`src/rtl/lf_wakeup_defines.svh`:
```
`ifndef LF_WAKEUP_DEFINES_SVH
`define LF_WAKEUP_DEFINES_SVH

// register byte addresses on the apb bus
`define OFS_FEATURE_ENABLE   12'h000
`define OFS_DETECT_TOLERANCE 12'h004
`define OFS_SLICER_ENVELOPE  12'h008
`define OFS_PATTERN_A        12'h00C
`define OFS_PATTERN_B        12'h010
`define OFS_BIT_RATE_TIMEOUT 12'h014
`define OFS_FALSE_WAKEUP     12'h018
`define OFS_COMMAND          12'h01C
`define OFS_STATUS           12'h020

// feature_enable_reg fields
`define FE_CORR_EN    1
`define FE_DOUBLE     2
`define FE_MANCH_EN   3
`define FE_ABS_THR    7
// detect_tolerance_reg fields
`define DT_TOL_LO     5
`define DT_TOL_HI     6
`define DT_ABS_LOW    7
// bit_rate_timeout_config fields
`define BR_RATE_HI    4
`define BR_TOUT_LO    5
`define BR_TOUT_HI    7
// command register bits, write one to fire
`define CMD_CLEAR_WAKE  0
`define CMD_CLEAR_FALSE 1

// reset values
`define RST_FEATURE_ENABLE   8'h00
`define RST_DETECT_TOLERANCE 8'h00
`define RST_SLICER_ENVELOPE  8'h00
`define RST_PATTERN          8'h96
`define RST_BIT_RATE_TIMEOUT 8'h03

// correlator timing, in bits
`define PREAMBLE_WAIT_BITS   16
`define PREAMBLE_MIN_BITS    4
`define PREAMBLE_PATTERN_MAX 40
`define PATTERN_HALF_BITS    16
`define MIN_BIT_CODE         5'h03

// wake timeout step
`define PCLK_HZ              25000000
`define TIMEOUT_STEP_MS      50
`define TIMEOUT_STEP_CYCLES  ((`TIMEOUT_STEP_MS * `PCLK_HZ) / 1000)

`endif

```
`src/rtl/lf_wakeup_pkg.sv`:
```
package lf_wakeup_pkg;

    typedef enum logic [4:0] {
        ST_LISTEN   = 5'h01,
        ST_PREAMBLE = 5'h02,
        ST_PATTERN  = 5'h04,
        ST_WAKE     = 5'h08,
        ST_FAIL     = 5'h10
    } corr_state_e;

    // analog slicer / envelope settings, passed out; envelope rate forced to zero under absolute threshold
    typedef struct packed {
        logic       abs_thr_en;
        logic       abs_thr_low;
        logic       thr_40mv;
        logic       symmetric;
        logic [2:0] preamble_sel;
        logic [2:0] env_rate_sel;
    } slicer_ctrl_s;

    typedef struct packed {
        logic data;
        logic clock;
    } decode_out_s;

endpackage : lf_wakeup_pkg

```
`src/rtl/lf_wakeup_pattern_correlator.sv`:
```
// Register access over APB and the address map were decided locally.
`include "lf_wakeup_defines.svh"
// What this block does
// - correlate only when correlator enable set; otherwise wake on carrier alone
// - wait up to 16 bits for preamble; else listen again and count false wakeup
// - pattern search starts only after four preamble bits seen
// - bit duration is bit-rate code plus one rtc periods, 4 to 32
// - pattern is two programmable bytes, compared as 16 half bits
// - manchester low-to-high means zero, high-to-low means one
// - pattern is sent and compared msb first
// - pattern bytes reset to hex 96
// - config bit selects single or double pattern; double needs two in a row
// - two-bit tolerance allows zero to three missed zeros
// - successful match raises wake output
// - with decoder enabled, output decoded data and recovered clock
// - decoded data stable at recovered clock rising edge
// - failed detection ends internal wakeup silently and counts false wakeup
// - host clear-wake command ends the wake state
// - three-bit timeout field, 50 ms per step, 50 to 350 ms; code zero never times out
// - three-bit envelope field selects symbol rate 4096 down to 512
// - bits select positive or symmetric threshold and 20 or 40 mV
// - absolute threshold enable overrides envelope rate; another bit lowers it
// - timeout counts from wake rising edge, then back to listening
// - clear-wake returns to listening; clear-false zeroes false counter
module lf_wakeup_pattern_correlator
    import lf_wakeup_pkg::*;
#(
    parameter int unsigned TIMEOUT_STEP_CYCLES = `TIMEOUT_STEP_CYCLES,
    parameter int unsigned PATTERN_HALF_BITS   = `PATTERN_HALF_BITS
) (
    input  wire logic         pclk,             // bus clock, 25 MHz
    input  wire logic         presetn,          // async reset, active low
    input  wire logic         psel,             // apb select
    input  wire logic         penable,          // apb access phase
    input  wire logic         pwrite,           // apb direction
    input  wire logic [11:0]  paddr,            // apb byte address
    input  wire logic [31:0]  pwdata,           // apb write data
    output logic      [31:0]  prdata,           // apb read data
    output logic              pready,           // apb ready
    output logic              pslverr,          // apb error on unmapped address
    input  wire logic         rtc_clk_in,       // real-time clock pin
    input  wire logic         carrier_det_in,   // carrier frequency detected
    input  wire logic         envelope_in,      // sliced envelope, carrier on high
    output logic              wake_out,         // wake toward host
    output decode_out_s       decode_out,       // decoded data and recovered clock
    output slicer_ctrl_s      slicer_ctrl_out   // analog slicer settings
);

    localparam int HW = PATTERN_HALF_BITS;

    logic [7:0]  feature_enable_reg;
    logic [7:0]  detect_tolerance_reg;
    logic [7:0]  slicer_envelope_config;
    logic [7:0]  wake_pattern_byte_a;
    logic [7:0]  wake_pattern_byte_b;
    logic [7:0]  bit_rate_timeout_config;
    logic [7:0]  false_wakeup_counter;
    corr_state_e state_reg, state_next;

    // ---------------- pin synchronisers ----------------
    logic [2:0] rtc_sync, car_sync, env_sync;
    logic       rtc_filt, car_filt, env_filt, rtc_prev, car_prev;

    always_ff @(posedge pclk or negedge presetn) begin
        if (!presetn) begin
            rtc_sync <= 3'h0;
            car_sync <= 3'h0;
            env_sync <= 3'h0;
        end else begin
            rtc_sync <= {rtc_sync[1:0], rtc_clk_in};
            car_sync <= {car_sync[1:0], carrier_det_in};
            env_sync <= {env_sync[1:0], envelope_in};
        end
    end

    // a change only counts once the last two stages agree
    always_ff @(posedge pclk or negedge presetn) begin
        if (!presetn) begin
            rtc_filt <= 1'b0;
            car_filt <= 1'b0;
            env_filt <= 1'b0;
            rtc_prev <= 1'b0;
            car_prev <= 1'b0;
        end else begin
            if (rtc_sync[1] == rtc_sync[2]) rtc_filt <= rtc_sync[2];
            if (car_sync[1] == car_sync[2]) car_filt <= car_sync[2];
            if (env_sync[1] == env_sync[2]) env_filt <= env_sync[2];
            rtc_prev <= rtc_filt;
            car_prev <= car_filt;
        end
    end

    wire rtc_tick = rtc_filt & ~rtc_prev;
    wire car_rise = car_filt & ~car_prev;

    // ---------------- apb slave ----------------
    wire        setup_ph  = psel & ~penable;
    wire        access_ok = psel & penable & pready;
    wire        wr_en     = access_ok & pwrite;
    logic       mapped;
    logic [7:0] rd_mux;
    logic       cmd_clear_wake, cmd_clear_false;

    always_comb begin
        mapped = 1'b1;
        rd_mux = 8'h00;
        unique case (paddr)
            `OFS_FEATURE_ENABLE:   rd_mux = feature_enable_reg;
            `OFS_DETECT_TOLERANCE: rd_mux = detect_tolerance_reg;
            `OFS_SLICER_ENVELOPE:  rd_mux = slicer_envelope_config;
            `OFS_PATTERN_A:        rd_mux = wake_pattern_byte_a;
            `OFS_PATTERN_B:        rd_mux = wake_pattern_byte_b;
            `OFS_BIT_RATE_TIMEOUT: rd_mux = bit_rate_timeout_config;
            `OFS_FALSE_WAKEUP:     rd_mux = false_wakeup_counter;
            `OFS_COMMAND:          rd_mux = 8'h00;
            `OFS_STATUS:           rd_mux = {2'h0, state_reg, wake_out};
            default:               mapped = 1'b0;
        endcase
    end

    // zero wait states: ready is raised in the cycle after setup
    always_ff @(posedge pclk or negedge presetn) begin
        if (!presetn) begin
            pready  <= 1'b0;
            pslverr <= 1'b0;
            prdata  <= 32'h0000_0000;
        end else begin
            pready  <= setup_ph;
            pslverr <= setup_ph & ~mapped;
            if (setup_ph) prdata <= pwrite ? 32'h0000_0000 : {24'h00_0000, rd_mux};
        end
    end

    always_ff @(posedge pclk or negedge presetn) begin
        if (!presetn) begin
            feature_enable_reg      <= `RST_FEATURE_ENABLE;
            detect_tolerance_reg    <= `RST_DETECT_TOLERANCE;
            slicer_envelope_config  <= `RST_SLICER_ENVELOPE;
            wake_pattern_byte_a     <= `RST_PATTERN;
            wake_pattern_byte_b     <= `RST_PATTERN;
            bit_rate_timeout_config <= `RST_BIT_RATE_TIMEOUT;
        end else if (wr_en) begin
            unique case (paddr)
                `OFS_FEATURE_ENABLE:   feature_enable_reg      <= pwdata[7:0];
                `OFS_DETECT_TOLERANCE: detect_tolerance_reg    <= pwdata[7:0];
                `OFS_SLICER_ENVELOPE:  slicer_envelope_config  <= pwdata[7:0];
                `OFS_PATTERN_A:        wake_pattern_byte_a     <= pwdata[7:0];
                `OFS_PATTERN_B:        wake_pattern_byte_b     <= pwdata[7:0];
                `OFS_BIT_RATE_TIMEOUT: bit_rate_timeout_config <= pwdata[7:0];
                default: ;
            endcase
        end
    end

    assign cmd_clear_wake  = wr_en && paddr == `OFS_COMMAND && pwdata[`CMD_CLEAR_WAKE];
    assign cmd_clear_false = wr_en && paddr == `OFS_COMMAND && pwdata[`CMD_CLEAR_FALSE];

    // analog settings leave as a registered copy
    always_ff @(posedge pclk or negedge presetn) begin
        if (!presetn) begin
            slicer_ctrl_out <= '0;
        end else begin
            slicer_ctrl_out.abs_thr_en   <= feature_enable_reg[`FE_ABS_THR];
            slicer_ctrl_out.abs_thr_low  <= detect_tolerance_reg[`DT_ABS_LOW];
            slicer_ctrl_out.thr_40mv     <= slicer_envelope_config[7];
            slicer_ctrl_out.symmetric    <= slicer_envelope_config[6];
            slicer_ctrl_out.preamble_sel <= slicer_envelope_config[5:3];
            // envelope rate is meaningless under absolute threshold
            slicer_ctrl_out.env_rate_sel <= feature_enable_reg[`FE_ABS_THR] ?
                                            3'h0 : slicer_envelope_config[2:0];
        end
    end

    // ---------------- half-bit timing ----------------
    // accumulate two per rtc tick against the bit length so odd lengths split evenly
    logic [4:0] rate_code;
    logic [5:0] bit_len;
    logic [6:0] half_acc;
    logic       half_tick, half_ph;
    wire        in_corr = (state_reg == ST_PREAMBLE) || (state_reg == ST_PATTERN) ||
                          (state_reg == ST_WAKE);

    always_comb begin
        rate_code = bit_rate_timeout_config[`BR_RATE_HI:0];
        if (rate_code < `MIN_BIT_CODE) rate_code = `MIN_BIT_CODE;
        bit_len = {1'b0, rate_code} + 6'h01;
    end

    always_ff @(posedge pclk or negedge presetn) begin
        if (!presetn) begin
            half_acc  <= 7'h00;
            half_tick <= 1'b0;
            half_ph   <= 1'b0;
        end else if (!in_corr || car_rise) begin
            half_acc  <= 7'h00;
            half_tick <= 1'b0;
            half_ph   <= 1'b0;
        end else begin
            half_tick <= 1'b0;
            if (rtc_tick) begin
                if (half_acc + 7'h02 >= {1'b0, bit_len}) begin
                    half_acc  <= half_acc + 7'h02 - {1'b0, bit_len};
                    half_tick <= 1'b1;
                    half_ph   <= ~half_ph;
                end else begin
                    half_acc <= half_acc + 7'h02;
                end
            end
        end
    end

    // a bit ends when the second half closes
    wire bit_tick = half_tick & ~half_ph;

    // ---------------- correlation ----------------
    logic [HW-1:0] half_shift;
    logic [HW-1:0] pattern;
    logic [HW-1:0] miss_zero, bad_one;
    logic [4:0]    miss_cnt;
    logic [1:0]    tol;
    logic          match;
    logic          first_half, prev_bit, prev_valid;
    logic [2:0]    alt_cnt;
    logic [5:0]    bit_cnt;
    logic [4:0]    gap_cnt;
    logic          first_hit;

    assign pattern = {wake_pattern_byte_a, wake_pattern_byte_b};
    assign tol     = detect_tolerance_reg[`DT_TOL_HI:`DT_TOL_LO];

    // newest half bit enters at lsb, so the first sent lines up with the msb
    genvar gi;
    generate
        for (gi = 0; gi < HW; gi++) begin : g_cmp
            assign miss_zero[gi] = ~pattern[gi] & half_shift[gi];
            assign bad_one[gi]   = pattern[gi] & ~half_shift[gi];
        end
    endgenerate

    always_comb begin
        miss_cnt = 5'h00;
        for (int i = 0; i < HW; i++) miss_cnt = miss_cnt + {4'h0, miss_zero[i]};
        match = (bad_one == '0) && (miss_cnt <= {3'h0, tol});
    end

    always_ff @(posedge pclk or negedge presetn) begin
        if (!presetn) begin
            half_shift <= '0;
        end else if (state_reg != ST_PATTERN) begin
            half_shift <= '0;
        end else if (half_tick) begin
            half_shift <= {half_shift[HW-2:0], env_filt};
        end
    end

    // preamble: each bit is carrier on or off; count alternations
    always_ff @(posedge pclk or negedge presetn) begin
        if (!presetn) begin
            first_half <= 1'b0;
            prev_bit   <= 1'b0;
            prev_valid <= 1'b0;
            alt_cnt    <= 3'h0;
            bit_cnt    <= 6'h00;
        end else if (state_reg == ST_LISTEN || state_reg == ST_FAIL) begin
            prev_valid <= 1'b0;
            alt_cnt    <= 3'h0;
            bit_cnt    <= 6'h00;
        end else begin
            if (half_tick && !half_ph) first_half <= env_filt;
            if (bit_tick) begin
                bit_cnt    <= bit_cnt + 6'h01;
                prev_bit   <= first_half;
                prev_valid <= 1'b1;
                if (state_reg == ST_PREAMBLE) begin
                    if (prev_valid && first_half != prev_bit) begin
                        if (alt_cnt != 3'h7) alt_cnt <= alt_cnt + 3'h1;
                    end else begin
                        alt_cnt <= 3'h0;
                    end
                end
            end
        end
    end

    // double mode: the repeat must close exactly one pattern length later
    always_ff @(posedge pclk or negedge presetn) begin
        if (!presetn) begin
            first_hit <= 1'b0;
            gap_cnt   <= 5'h00;
        end else if (state_reg != ST_PATTERN) begin
            first_hit <= 1'b0;
            gap_cnt   <= 5'h00;
        end else if (half_tick) begin
            if (!first_hit && match) begin
                first_hit <= 1'b1;
                gap_cnt   <= 5'h00;
            end else if (first_hit) begin
                gap_cnt <= gap_cnt + 5'h01;
            end
        end
    end

    // one alternation short of the bits: the first bit has nothing to compare with
    wire pre_done   = alt_cnt >= 3'(`PREAMBLE_MIN_BITS - 1);
    wire pre_expire = bit_tick && bit_cnt == 6'(`PREAMBLE_WAIT_BITS - 1);
    wire len_expire = bit_tick && bit_cnt == 6'(`PREAMBLE_PATTERN_MAX - 1);
    wire dbl_mode   = feature_enable_reg[`FE_DOUBLE];
    wire gap_full   = gap_cnt == 5'(HW - 1);
    wire pat_hit    = half_tick && match && (!dbl_mode || (first_hit && gap_full));
    wire dbl_broken = half_tick && first_hit && gap_full && !match;
    logic timeout_hit;

    always_comb begin
        state_next = state_reg;
        unique case (state_reg)
            ST_LISTEN: begin
                if (car_rise)
                    state_next = feature_enable_reg[`FE_CORR_EN] ? ST_PREAMBLE : ST_WAKE;
            end
            ST_PREAMBLE: begin
                if (pre_done && bit_tick) state_next = ST_PATTERN;
                else if (pre_expire)      state_next = ST_FAIL;
            end
            ST_PATTERN: begin
                if (pat_hit)                      state_next = ST_WAKE;
                else if (dbl_broken || len_expire) state_next = ST_FAIL;
            end
            ST_WAKE: begin
                if (cmd_clear_wake || timeout_hit) state_next = ST_LISTEN;
            end
            ST_FAIL: state_next = ST_LISTEN;
        endcase
    end

    always_ff @(posedge pclk or negedge presetn) begin
        if (!presetn) state_reg <= ST_LISTEN;
        else          state_reg <= state_next;
    end

    // wake only follows the state; a failure never touches it
    always_ff @(posedge pclk or negedge presetn) begin
        if (!presetn) wake_out <= 1'b0;
        else          wake_out <= (state_next == ST_WAKE);
    end

    // a clear with a simultaneous increment leaves one; stops at all ones
    always_ff @(posedge pclk or negedge presetn) begin
        if (!presetn) begin
            false_wakeup_counter <= 8'h00;
        end else if (state_reg == ST_FAIL) begin
            if (cmd_clear_false)                  false_wakeup_counter <= 8'h01;
            else if (false_wakeup_counter != 8'hFF) false_wakeup_counter <= false_wakeup_counter + 8'h01;
        end else if (cmd_clear_false) begin
            false_wakeup_counter <= 8'h00;
        end
    end

    // ---------------- wake timeout ----------------
    localparam int STEP_W = $clog2(TIMEOUT_STEP_CYCLES + 1);
    logic [STEP_W-1:0] step_cnt;
    logic [2:0]        step_num;
    wire  [2:0]        tout_code = bit_rate_timeout_config[`BR_TOUT_HI:`BR_TOUT_LO];

    always_ff @(posedge pclk or negedge presetn) begin
        if (!presetn) begin
            step_cnt <= '0;
            step_num <= 3'h0;
        end else if (!wake_out) begin
            step_cnt <= '0;
            step_num <= 3'h0;
        end else if (step_cnt == STEP_W'(TIMEOUT_STEP_CYCLES - 1)) begin
            step_cnt <= '0;
            if (step_num != 3'h7) step_num <= step_num + 3'h1;
        end else begin
            step_cnt <= step_cnt + 1'b1;
        end
    end

    // code zero never expires, so only the host can end wake
    assign timeout_hit = (tout_code != 3'h0) && (step_num == tout_code);

    // ---------------- manchester decode ----------------
    // symbol known only when a bit closes, so it is shown one bit late
    logic decode_armed;

    always_ff @(posedge pclk or negedge presetn) begin
        if (!presetn) begin
            decode_out   <= '0;
            decode_armed <= 1'b0;
        end else if (state_reg != ST_WAKE || !feature_enable_reg[`FE_MANCH_EN]) begin
            decode_out   <= '0;
            decode_armed <= 1'b0;
        end else if (bit_tick) begin
            decode_out.data  <= first_half;
            decode_out.clock <= 1'b0;
            decode_armed     <= 1'b1;
        end else if (half_tick && decode_armed) begin
            decode_out.clock <= 1'b1;
        end
    end

endmodule : lf_wakeup_pattern_correlator

```
`config.mk`:
```
export PLATFORM = sky130hd
export DESIGN_NAME = lf_wakeup_pattern_correlator
export DESIGN_NICKNAME = d
export VERILOG_FILES = /design/src/rtl/lf_wakeup_pkg.sv /design/src/rtl/lf_wakeup_pattern_correlator.sv
export VERILOG_INCLUDE_DIRS = /design/src /design/src/rtl
export SDC_FILE = /design/constraint.sdc
export NUM_CORES = 1
export LEC_CHECK = 0
export BUFFER_PORTS_ARGS = -buffer_cell sky130_fd_sc_hd__buf_2
export CAP_MARGIN = 20
export CORE_MARGIN = 10
export CORE_UTILIZATION = 45
export DETAILED_ROUTE_END_ITERATION = 10
export SLEW_MARGIN = 20
export SYNTH_ARGS = -nofsm -noshare
export SYNTH_HDL_FRONTEND = slang
export SYNTH_SLANG_ARGS = --single-unit
```
`constraint.sdc`:
```
create_clock -name pclk -period 7.55 [get_ports pclk]
set_input_delay 1.51 -clock pclk [delete_from_list [all_inputs] [get_ports pclk]]
set_output_delay 1.51 -clock pclk [all_outputs]
set_load 0.05 [all_outputs]
```
======== After elaboration in Yosys (flattened, before gate mapping) ========
Cells that the tools add are included.
operators by class
  equal/unequal tests ..................... 31
  magnitude comparators ................... 4
  bitwise operators ....................... 78
  reduce and logical (&&, ||, !) cells .... 61
  multiplexer cells ....................... 54
  $add $sub $neg .......................... 24
operators with widths
  operator                                              number
  one-hot mux 8 bit (8 select lines)                    1
  adder 5 x 1 -> 5 bit                                  11
  2-to-1 mux 5 bit                                      11
  equality test 12 x 5 -> 1 bit, second input constant  4
  2-to-1 mux 21 bit                                     2
  bitwise AND 1 bit                                     40
  2-to-1 mux 8 bit                                      5
  inverter 1 bit                                        38
  2-to-1 mux 16 bit                                     2
  2-to-1 mux 3 bit                                      9
  AND reduction 2 bit                                   13
  one-hot mux 5 bit (5 select lines)                    1
  equality test 12 x 4 -> 1 bit, second input constant  2
  adder 21 x 1 -> 21 bit, second input constant         1
  equality test 21 bit, second input constant           1
  2-to-1 mux 7 bit                                      3
  logical AND 1 bit                                     18
  nonzero test 2 bit                                    9
  logical NOT 16 bit                                    1
  2-to-1 mux 1 bit                                      16
  equality test 5 x 4 -> 1 bit, second input constant   3
  equality test 12 x 3 -> 1 bit, second input constant  1
  equality test 12 x 6 -> 1 bit, second input constant  1
  logical NOT 12 bit                                    1
  other kinds (38)                                      58
word-level totals
  bits of input ports ..................... 52
  register bits after elaboration ......... 190
  output and inout port bits .............. 47
  logic and storage cells ................. 294

======== Depth between registers and ports, before layout ========
Gate-level depths: netlist of the first run.
  depth in word-level cells ............... 26
  depth in mapped cells ................... 18
  mapped depth without buffers ............ 18

======== Least setup slack after synthesis of the first run ========
No wires, ideal clock.
  path type ............................... reg2reg
  from .................................... register wake_pattern_byte_b[1]
  to ...................................... register wake_out
  path buffers ............................ 0
  arrival ................................. 4.520 ns
  setup time .............................. 0.105 ns
  path slack .............................. 2.924 ns
  required time ........................... 7.445 ns
  cell stages (with the launch flop) ...... 16
  clock period less this slack ............ 4.626 ns
  cell sequence ........................... dfstp_2 > nand2b_1 > fa_1 > fa_1 > inv_1 > fa_1 > fa_1 > ha_1 > fa_1 > ha_1 > nor2b_1 > o21ai_0 > nand4_1 > nor2_1 > o311ai_1 > nor4b_1
between the ends
  word-level cells in the longest chain between the ends .. 26
  elaborated cells between the ends (all ways) .. 30
  those cells by class .................... 15 x add/sub; 1 x order compare; 1 x eq/ne; 3 x mux; 3 x bitwise; 7 x reduce/logical
ends and longest elaborated chain
  item                                     RTL line                             RTL
  start: declaration                       lf_wakeup_pattern_correlator.sv:55   logic [7:0] wake_pattern_byte_b;
  start signal: assignment                 lf_wakeup_pattern_correlator.sv:140  wake_pattern_byte_b <= `RST_PATTERN;
  start signal: assignment                 lf_wakeup_pattern_correlator.sv:148  `OFS_PATTERN_B: wake_pattern_byte_b <= pwdata[7:0];
  inverter 1 bit                           lf_wakeup_pattern_correlator.sv:235  assign miss_zero[gi] = ~pattern[gi] & half_shift[gi];
  bitwise AND 1 bit                        lf_wakeup_pattern_correlator.sv:235
  adder 1 x 1 -> 2 bit                     lf_wakeup_pattern_correlator.sv:242  for (int i = 0; i < HW; i++) miss_cnt = miss_cnt + {4'h0, miss_zero[i]};
  adder 2 x 1 -> 3 bit                     lf_wakeup_pattern_correlator.sv:242
  adder 3 x 1 -> 4 bit                     lf_wakeup_pattern_correlator.sv:242
  adder 4 x 1 -> 5 bit                     lf_wakeup_pattern_correlator.sv:242
  adder 5 x 1 -> 5 bit (11 in series)      lf_wakeup_pattern_correlator.sv:242
  less-or-equal comparator 5 x 2 -> 1 bit  lf_wakeup_pattern_correlator.sv:243  match = (bad_one == '0) && (miss_cnt <= {3'h0, tol});
  logical AND 1 bit (*)                    lf_wakeup_pattern_correlator.sv:243
  logical NOT 1 bit                        lf_wakeup_pattern_correlator.sv:310  wire dbl_broken = half_tick && first_hit && gap_full && !match;
  logical AND 1 bit                        lf_wakeup_pattern_correlator.sv:310
  logical OR 1 bit                         lf_wakeup_pattern_correlator.sv:326  else if (dbl_broken || len_expire) state_next = ST_FAIL;
  2-to-1 mux 5 bit                         lf_wakeup_pattern_correlator.sv:326
  2-to-1 mux 5 bit (*)                     lf_wakeup_pattern_correlator.sv:325  if (pat_hit) state_next = ST_WAKE;
  one-hot mux 5 bit (5 select lines) (*)   lf_wakeup_pattern_correlator.sv:315  unique case (state_reg)
  named net state_next[4]                  lf_wakeup_pattern_correlator.sv:58   corr_state_e state_reg, state_next;
  equality test 5 x 4 -> 1 bit (*)         lf_wakeup_pattern_correlator.sv:343  else wake_out <= (state_next == ST_WAKE);
  end signal: assignment                   lf_wakeup_pattern_correlator.sv:343
  end: declaration                         lf_wakeup_pattern_correlator.sv:44   output logic wake_out,
Mark *: on every way through the listed nets, which the timed path passes. The rest lies on a longest branch.
A chain may end at the register's enable or synchronous reset.

======== Worst setup path in the final report of the first run ========
Ends and elaborated chain as after synthesis.

==> out/metrics.cfg, run 1 <==
[power]
p_sw_frac=0.3241
internal_power_mw=1.518
leakage_nw=4.495
irDropWorstVdd_mv=0.1657
power_density_nw_per_um2=228.0
power.share.sequential=0.435
combPwrFrac=0.178
p_sw_uw=728.1
power_frac_clock=0.387

[yosys]
netlist_area_um2=8828
ys.flop_type=dfrtp_1
synth_edf_count=0
yosysWarnings=0
async_flop_share=1.000
ys_ff_latch=166
synth_cell_types=71
synth_seq_area_share=0.4721
syn_avg_cell_area_um2=10.65
synthCells=829

[global_routing]
grt_pass1_vias=6099
grt_antenna_before_repair=0
grt_pass1_wl_mm=32.33
grt_usage=0.1553
grt-ovfl-total=0
grt_max_degree=96

[timing]
tns_ps=0
post-route-min-period_ps=5127
setup_viol=0
relSlewSlack=0.4085
fmax_mhz=195.0
final-max-slew-violation-count=0
rsz0062_at_grt=no
clock_skew_ps=11.52
finalHoldViolCount=0
period_share=0.6791
max_slew.worst_pin.slew_ps=887.3

[critical_path]
crit_path_end=wake_out
start_kind=flip-flop
r2r_end=wake_out
reg2reg_depth=15
criticalPathCategory=flip-flop to flip-flop
r2r_setup_slack_ps=2420
rr_startpoint=wake_pattern_byte_b[1]
cp.required_ps=7880
startpoint=wake_pattern_byte_b[1]
crit_arrival_ps=5460
endpoint_kind=flip-flop
critPathMaxFanout=4

[clock_network]
holdBufCountCts=0
tritoncts=done
clk_pin_slew_ps=70
ctsLongestPathBuffers=2
cts_resized=0
cts_root_buf=clkbuf_16
clk_latency_ps=440
htreeDepth=4
post_cts_buffers=0
cts_sinks=166
numCtsBuffers=17

[finish]
reg.largest.list=step_cnt x21, half_shift x16, slicer_ctrl_out x10
antenna_cells=0
final_util=0.5078
drive_above_1_share=0.1899
area_growth_pct=11.58
largest_register=step_cnt
final_common_cell=dfrtp_1
fin_nets=965
final_design_area_no_fill_um2=9851
largest_reg_flops=21
mostFrequentLayoutCells=dfrtp_1, nor2_1, nand2_1

[routing]
ant_nets=0
vias=6124
wire_per_inst_um=16.94
drt_first_pass_iters=5
drc=0
drt_iter0_drc=337
totalWireLength_mm=19.57
vias_per_cell=5.302

[job]
drv_cap=0

[placement]
dp_hpwl_mm=14.32
dpl-instance-area_um2=9240
place.gp.congestion=0.8041
port_buffers=50

[die]
start_util=0.4551
fp.dieW_um=160.1
die_h_um=160.1
core_area_um2=19400
rows=51
io_pins=99
die_area_um2=25620

[outcome]
status=finished, final reports clean

[min_path]
holdCritPathClass=flip-flop to flip-flop

-- logic make-up after synthesis --
group,Yosys count,synth area share
and+or+nand+nor,306,0.1909
DFF,166,0.4721
AOI/OAI and AO/OA,115,0.08901
buffers and inverters,82,0.04719
muxes,76,0.09297
xor gates and xnor gates,44,0.04365
adders and majority gates,39,0.06378
other,1,0.0004248
-- routing by layer --
layer	global-route usage	up-vias	routed length [um]
met1	0.2061	3028	9199
met5	0	-	0
met3	0.03573	24	717
met2	0.2460	99	9324
li1	-	2973	-
met4	0.04967	0	327
-- worst min path at each step --
stage	start	to	slack, ps	cells after the start
after detailed placement	rtc_sync[0]	rtc_sync[1]	340	0
after global routing	car_sync[0]	car_sync[1]	360	0
after CTS	rtc_sync[0]	rtc_sync[1]	350	0
after floorplan	car_sync[0]	car_sync[1]	330	0
after global placement	car_sync[0]	car_sync[1]	330	0
final	rtc_sync[0]	rtc_sync[1]	350	0
-- stage by stage --
| stage | std cells | hold slack (ps) | power, mW | setup WS (ps) |
|---|---|---|---|---|
| after floorplan | 852 | 331.2 | 1.295 | 2925 |
| after global placement | 1123 | 332.4 | 1.391 | 2407 |
| after detailed placement | 1123 | 337.9 | 1.393 | 2372 |
| after CTS | 1155 | 353.8 | 2.274 | 2348 |
| after global routing | 1155 | 358.9 | 2.361 | 2093 |
| final | 1155 | 351.7 | 2.246 | 2423 |
-- critical path: stages, from the launching register on --
cell,delay [ps]
dfstp_2,570
nand2b_1,130
fa_1,450
fa_1,550
inv_1,60
fa_1,500
fa_1,490
ha_1,240
fa_1,460
ha_1,300
nor2b_1,130
o21ai_0,180
nand4_1,220
nor2_1,260
o311ai_1,150
nor4b_1,330
-- cell usage after synthesis (4+ instances only) --
cell type,count,area (um^2)
a211oi_1,4,30.03
a21oi_1,26,130.1
a222oi_1,12,120.1
a22o_1,8,70.07
a22oi_1,5,37.54
a31oi_1,7,43.79
and3_1,11,68.82
buf_2,8,40.04
buf_4,24,180.2
clkbuf_1,12,45.04
dfrtp_1,155,3879
dfstp_2,11,289.0
fa_1,11,220.2
ha_1,25,312.8
inv_1,35,131.4
mux2_2,48,540.5
mux2i_1,28,280.3
nand2_1,58,217.7
nand2b_1,13,81.33
nand3_1,31,155.2
nand3b_1,7,52.55
nand4_1,8,50.05
nor2_1,93,349.1
nor2b_1,26,162.7
nor3_1,11,55.05
nor3_4,4,65.06
nor4b_1,4,35.03
o211ai_1,4,30.03
o21ai_0,32,160.2
or2_2,4,25.02
or3_1,4,25.02
xnor2_1,20,175.2
xor2_1,24,210.2
-- final cells by class --
cell class	instances	area (um^2)
multi-input combinational	604	4335
clock inverter	15	180.2
timing repair buffer	53	279.0
fill	1803	9548
clock buffer	17	425.4
tap	265	331.6
sequential	166	4168
inverter	35	131.4
-- power by group through the flow --
| stage | clock network [mW] | logic (mW) | registers (mW) |
|---|---|---|---|
| floorplan | 0 | 0.315 | 0.979 |
| finish | 0.869 | 0.399 | 0.978 |
| global placement | 0 | 0.397 | 0.994 |
| global route | 0.932 | 0.445 | 0.984 |
| CTS | 0.897 | 0.400 | 0.977 |
| detailed placement | 0 | 0.399 | 0.994 |
No activity file was read; power rests on OpenSTA's default activity.
==> run 2, diff against run 1 <==
ABC_AREA = 1   (was not set)
clock period = 4.8 ns   (was 7.55 ns; I/O delays follow)
==> run 2 against run 1 <==
Clock skew decreased by 1.0 ps. Cell count increased by 21%. Sequential power increased by 65%. Die area decreased by 0.70%. Non-clock buffer count increased by 7. Synthesized cell count increased by 28%. Hold slack got worse by 2.9 ps. Clock power increased by 55%. Global-route usage increased by 1.0 points. Flip-flop and latch count unchanged. Maximum frequency increased by 10%. Combinational power increased by 91%. Critical endpoint unchanged. Highest routed layer unchanged.
==> out/metrics.cfg, run 2 <==
[outcome]
status=finished, final reports clean

[finish]
num-fill-cells=1816  ; +0.72%
fin_nets=1211  ; +25%
antenna_cells=0  ; unchanged
reg.largest.list=step_cnt x21, half_shift x16, slicer_ctrl_out x10
area_growth_pct=13.24
drive_above_1_share=0.1391  ; -0.05080
mostFrequentLayoutCells=nand2_1, dfrtp_1, inv_1
largest_register=step_cnt
largest_reg_flops=21  ; unchanged
final_common_cell=nand2_1

[global_routing]
grt_max_degree=101  ; +5.2%
grt_antenna_before_repair=0  ; unchanged
grt_pass1_wl_mm=34.64  ; +7.2%
grt_pass1_vias=6698  ; +9.8%
grt-ovfl-total=0  ; unchanged
grt_usage=0.1655  ; +0.01023

[die]
rows=50  ; -2.0%
start_util=0.4620  ; +0.006872
io_pins=99  ; unchanged
die_area_um2=25440  ; -0.70%
die_h_um=159.5  ; -0.35%
fp.dieW_um=159.5  ; -0.35%
core_area_um2=18960  ; -2.3%

[yosys]
ys_ff_latch=166  ; unchanged
syn_avg_cell_area_um2=8.269  ; -22%
synth_edf_count=0  ; unchanged
synth_top_area_frac=0.4429  ; +0.003578
synth_cell_types=49  ; -31%
synthCells=1059  ; +28%
synthTopCellsByCount=nand2_1, dfrtp_1, inv_1
yosys.cell_count.top_type=nand2_1
netlist_area_um2=8757  ; -0.81%
ys.flop_type=dfrtp_1
synth.area.top_cells=dfrtp_1, nand2_1, inv_1, o21ai_0, nand3_1
yosysWarnings=0  ; unchanged
synth_seq_area_share=0.4759  ; +0.003845
async_flop_share=1.000  ; unchanged
synth_area_leader_cell=dfrtp_1

[placement]
port_buffers=50  ; unchanged
place.gp.congestion=0.8628  ; +7.3%
dp_hpwl_mm=15.65  ; +9.3%

[critical_path]
criticalPathCategory=flip-flop to flip-flop
endpoint_kind=flip-flop
cp.required_ps=5160  ; -2720 ps
crit_arrival_ps=5020  ; -440 ps
critPathMaxFanout=3  ; -1
start_kind=flip-flop

[timing]
fmax_mhz=214.6  ; +10%
setup_viol=0  ; unchanged
clock_skew_ps=10.48  ; -1.039 ps
tns_ps=0  ; unchanged
final-max-slew-violation-count=0  ; unchanged
timing.hold.ws_ps=348.9  ; -2.879 ps
period_share=0.9707  ; +0.2916
rsz0062_at_grt=yes
relSlewSlack=0.3730  ; -0.03546
finalHoldViolCount=0  ; unchanged
max_slew.worst_pin.slew_ps=940.5  ; +53.18 ps
post-route-min-period_ps=4659  ; -468.0 ps

[clock_network]
holdBufCountCts=0  ; unchanged
clk_pin_slew_ps=70  ; about the same
numCtsBuffers=17  ; unchanged
clk_latency_ps=430  ; about the same
cts_root_buf=clkbuf_16
htreeDepth=4  ; unchanged
tritoncts=done
cts_sinks=166  ; unchanged
ctsLongestPathBuffers=2  ; unchanged

[power]
irDropWorstVdd_mv=0.2319  ; +40%
leakage_nw=4.859  ; +8.1%
power_density_nw_per_um2=375.0  ; +64%

[routing]
drt_first_pass_iters=5  ; unchanged
drt_iter0_drc=320  ; -5.0%
vias_per_cell=4.963  ; -6.4%
ant_nets=0  ; unchanged
vias=6929  ; +13%
totalWireLength_mm=21.06  ; +7.6%
wire_per_inst_um=15.09  ; -11%
drc=0  ; unchanged

[min_path]
holdCritPathClass=flip-flop to flip-flop

[job]
drv_cap=0  ; unchanged

[run 2: changes by cell type after synthesis, sizes merged, moves of 14 or more]
cell	change
xnor2	-16
nand4	+14
o21ai	+80
nand2	+166
nand3	+45
nor2b	-26
mux2	-48
xor2	-15
o22ai	+14
inv	+123
nor2	+15
mux2i	-28
[run 2: final cells by class]
class	instances	area (um^2)	share of cell area
Multi-Input combinational cell	718	3895	0.3928
Inverter	160	600.6	0.06056
Tap cell	260	325.3	0.03280
Clock inverter	15	155.1	0.01564
Sequential cell	166	4168	0.4203
Timing Repair Buffer	60	347.8	0.03507
Clock buffer	17	425.4	0.04290
[run 2: what timing repair did]
item                                   CTS  global route
setup buffers                            0             2
endpoints found under the hold margin    0             0
cloned                                   0             0
pin swaps                                0            13
setup endpoints to repair                1             9
resized for setup                        1            17
[run 2: worst max-delay path, stage by stage (launching register included)]
cell      delay (ps)
dfstp_2          540
inv_2             30
nand2_1           60
fa_2             470
fa_1             550
inv_1             50
fa_1             440
fa_1             490
ha_2             180
fa_1             420
ha_1             320
inv_1             60
o21bai_1          50
nand2_1           70
nand2_2           60
nor2_4           140
nand2_2           90
nand2_2          110
nand2_1           50
nand2_1           80
nand3_2           80
nor2_2           110
nand2_1           60
nor2_1            90
[run 2: cells by family (layout without fill, tap and decap cells)]
logic type,Yosys count,after routing,share of synthesized area
other,1,24,0.0004282
adder cells (fa/ha/maj),39,39,0.06429
XOR/XNOR,13,13,0.01300
AO/OA/AOI/OAI,184,184,0.1134
flip-flops,166,166,0.4759
AND/OR/NAND/NOR,458,458,0.2369
buffers and inverters,198,252,0.09601
[run 2: routing by layer]
layer  part of all wire  GRT usage  vias up  wire (um)
met2               0.47     0.2630      104       9884
met4              0.012    0.04507        0        261
li1                   -          -     3527          -
met5                  0          0        -          0
met1               0.48     0.2225     3279      10180
met3              0.035    0.03615       19        733
[run 2: path summary, 6_finish.rpt]
kind                       cells after the start                endpoint  slack [ps]                    from
min                                            0             rtc_sync[1]         350             rtc_sync[0]
min in group asynchronous                      1                rtc_filt         640                 presetn
min reg2reg                                    0             rtc_sync[1]         350             rtc_sync[0]
max reg2reg                                   23                wake_out         140  wake_pattern_byte_b[1]
max                                           23                wake_out         140  wake_pattern_byte_b[1]
max in group asynchronous                      2  wake_pattern_byte_a[4]        3250                 presetn
[run 2: through the flow]
step	power (mW)	utilization	cells	cell area [um^2]	setup slack, ps
after detailed placement	2.390	0.4884	1362	9258	-7.126
after floorplan	2.201	-	1082	8843	312.5
after CTS	3.742	0.5191	1394	9841	12.33
after global placement	2.377	0.4884	1362	9258	20.56
after global routing	3.943	0.5232	1396	9917	-132.4
final	3.719	0.5232	1396	9917	140.9
[run 2: where the power goes]
part | total [mW] | leakage (nW) | internal (mW) | switching (mW)
sequential | 1.61 | 2.19 | 1.50 | 0.106
clock | 1.35 | 0.282 | 0.695 | 0.653
combinational | 0.761 | 2.38 | 0.243 | 0.517
==> run 3, diff against run 2 <==
CORE_UTILIZATION = 35   (was 45)
clock period = 4.2 ns   (was 4.8 ns; I/O delays follow)
==> run 3 against run 2 <==
The flow now finishes with violations (setup timing). Hold slack improved by 0.54 ps. Combinational power rose by 14%. Sequential share of layout area fell by 1.3 points. Power rose by 16%. Register-to-register slack got worse by 640 ps. Cell area rose by 3.1%. Wire length rose by 2.4%. Maximum frequency fell by 0.91%. Sequential power rose by 14%.
==> out/metrics.cfg, run 3 (same netlist as run 2, synthesis figures left out) <==
[placement]
dp_cells=1446  ; +6.2%
dp_hpwl_mm=16.29  ; +4.1%
place.gp.congestion=0.8723  ; +1.1%
place_ws_ps=-526.2  ; -519.1 ps
port_buffers=50  ; unchanged

[routing]
totalWireLength_mm=21.56  ; +2.4%
vias_per_cell=4.807  ; -3.1%
drt_iter0_drc=590  ; +84%
ant_nets=0  ; unchanged
drc=0  ; unchanged
drt_first_pass_iters=5  ; unchanged
vias=7129  ; +2.9%
wire_per_inst_um=14.54  ; -3.6%

[critical_path]
reg2reg_depth=20  ; -13%
path_cells=inv_2, nand2_2, fa_1, fa_1, inv_2, fa_1, fa_1, ha_2, fa_1, ha_4, inv_2, o21bai_1, nand2_1, nand2_1, nor2_2, nand2_2, buf_4, a31oi_1, buf_4, o22ai_2
criticalPathCategory=flip-flop to flip-flop
crit_path_top_delay_cell=fa_1
start_kind=flip-flop
rr_startpoint=wake_pattern_byte_b[1]
endpoint_kind=flip-flop
startpoint=wake_pattern_byte_b[1]
crit_family=adder cells
cp.required_ps=4520  ; -640 ps
path_common_cell=fa_1
crit_buf_inv=5  ; +2
r2r_setup_slack_ps=-500  ; -640 ps
critPathMaxFanout=5  ; +2
r2r_end=gap_cnt[4]
cp_slowest_stage_delay_ps=570  ; +20 ps
crit_arrival_ps=5020  ; about the same

[timing]
post-route-min-period_ps=4702  ; +42.86 ps
worst_slack_ps=-502.0  ; -642.9 ps
period_share=1.120  ; +0.1489
rsz0062_at_grt=yes
finalHoldViolCount=0  ; unchanged
max_slew.worst_pin.slew_ps=923.2  ; -17.27 ps
final-max-slew-violation-count=0  ; unchanged
fmax_mhz=212.7  ; -0.91%
relSlewSlack=0.3845  ; +0.01151
clock_skew_ps=16.31  ; +5.837 ps
setup_viol=10  ; +10

[global_routing]
grt_max_degree=97  ; -4.0%
grt_usage=0.1388  ; -0.02671
grt_antenna_before_repair=0  ; unchanged
grt-ovfl-total=0  ; unchanged
grt_pass1_vias=7012  ; +4.7%
grt_pass1_wl_mm=35.38  ; +2.1%

[clock_network]
numCtsBuffers=17  ; unchanged
htreeDepth=4  ; unchanged
ctsLongestPathBuffers=2  ; unchanged
clk_pin_slew_ps=80  ; about the same
cts_sinks=166  ; unchanged
cts_root_buf=clkbuf_16
tritoncts=done
clk_latency_ps=440  ; about the same
holdBufCountCts=0  ; unchanged

[finish]
mostFrequentLayoutCells=nand2_1, dfrtp_1, inv_1
reg.largest.list=step_cnt x21, half_shift x16, slicer_ctrl_out x10
final_common_cell=nand2_1
largest_reg_flops=21  ; unchanged
num-fill-cells=2449  ; +35%
largest_register=step_cnt
antenna_cells=0  ; unchanged
drive_above_1_share=0.1631  ; +0.02399
area_growth_pct=16.75
fin_cells=1483  ; +6.2%
fin_nets=1234  ; +1.9%
final_util=0.4179  ; -0.1052

[power]
power_density_nw_per_um2=422.7  ; +13%
irDropWorstVdd_mv=0.2742  ; +18%
leakage_nw=4.977  ; +2.4%
totalPowerFinal_mw=4.322  ; +16%

[job]
drv_cap=0  ; unchanged

[min_path]
hold_start=env_sync[0]
min_path_cells=0  ; unchanged
hold_path_end=env_sync[1]
holdCritPathClass=flip-flop to flip-flop

[die]
start_util=0.3580  ; -0.1040
die_h_um=178.2  ; +12%
io_pins=99  ; unchanged
core_area_um2=24460  ; +29%
fp.dieW_um=178.2  ; +12%
rows=57  ; +14%
die_area_um2=31750  ; +25%

[outcome]
status=finished with violations
violations=setup timing

-- run 3: cell types whose count changed in the layout (fill, tap and decap cells not counted), sizes merged --
| cell | change |
|---|---|
| clkinv | +1 |
| clkinvlp | -1 |
| buf | +23 |
-- run 3: final cells by class --
type | count | area (um^2) | area share
multi-input cells | 718 | 3913 | 0.3827
flip-flops and latches | 166 | 4168 | 0.4077
inverters | 160 | 600.6 | 0.05874
repair buffers | 83 | 520.5 | 0.05091
clock inverters | 15 | 191.4 | 0.01872
well taps | 324 | 405.4 | 0.03965
clock buffers | 17 | 425.4 | 0.04161
-- run 3: layer usage --
| metal | vias to the layer above | global-route usage | wire length, um |
|---|---|---|---|
| met5 | - | 0 | 0 |
| met4 | 0 | 0.04340 | 395 |
| met3 | 27 | 0.02537 | 817 |
| met2 | 136 | 0.2293 | 10350 |
| met1 | 3389 | 0.1808 | 9999 |
| li1 | 3577 | - | - |
-- run 3: worst max-delay path by stage --
stage | end | slack, ps | depth (start not counted)
floorplan | wake_out | -170 | 23
global placement | wake_out | -410 | 23
detailed placement | wake_out | -530 | 23
CTS | wake_out | -420 | 23
global route | wake_out | -670 | 23
finish | gap_cnt[4] | -500 | 20
-- run 3: metrics by stage --
stage	TNS (ps)	cell area, um^2	hold WS, ps
finish	-4120	10220	349.4
global route	-5776	10220	361.4
CTS	-3271	10170	352.9
detailed placement	-3745	9493	335.6
global placement	-2676	9493	334.5
floorplan	-817.4	8848	331.2
-- run 3: power breakdown --
| part | switching, mW | internal [mW] |
|---|---|---|
| logic | 0.590 | 0.275 |
| registers | 0.124 | 1.72 |
| clock network | 0.797 | 0.817 |
-- run 3: worst register-to-register path: stages (launching register included) --
cell	delay, ps
dfstp_2	540
inv_2	40
nand2_2	50
fa_1	450
fa_1	570
inv_2	40
fa_1	500
fa_1	430
ha_2	190
fa_1	550
ha_4	220
inv_2	40
o21bai_1	50
nand2_1	50
nand2_1	60
nor2_2	170
nand2_2	100
buf_4	140
a31oi_1	130
buf_4	190
o22ai_2	70
-- run 3: timing repair --
action | CTS | global route
buffers inserted | 2 | 3
setup endpoints to repair | 10 | 10
hold endpoints to repair | 0 | 0
pin swaps | 5 | 5
cloned | 0 | 0
resized for setup | 16 | 8
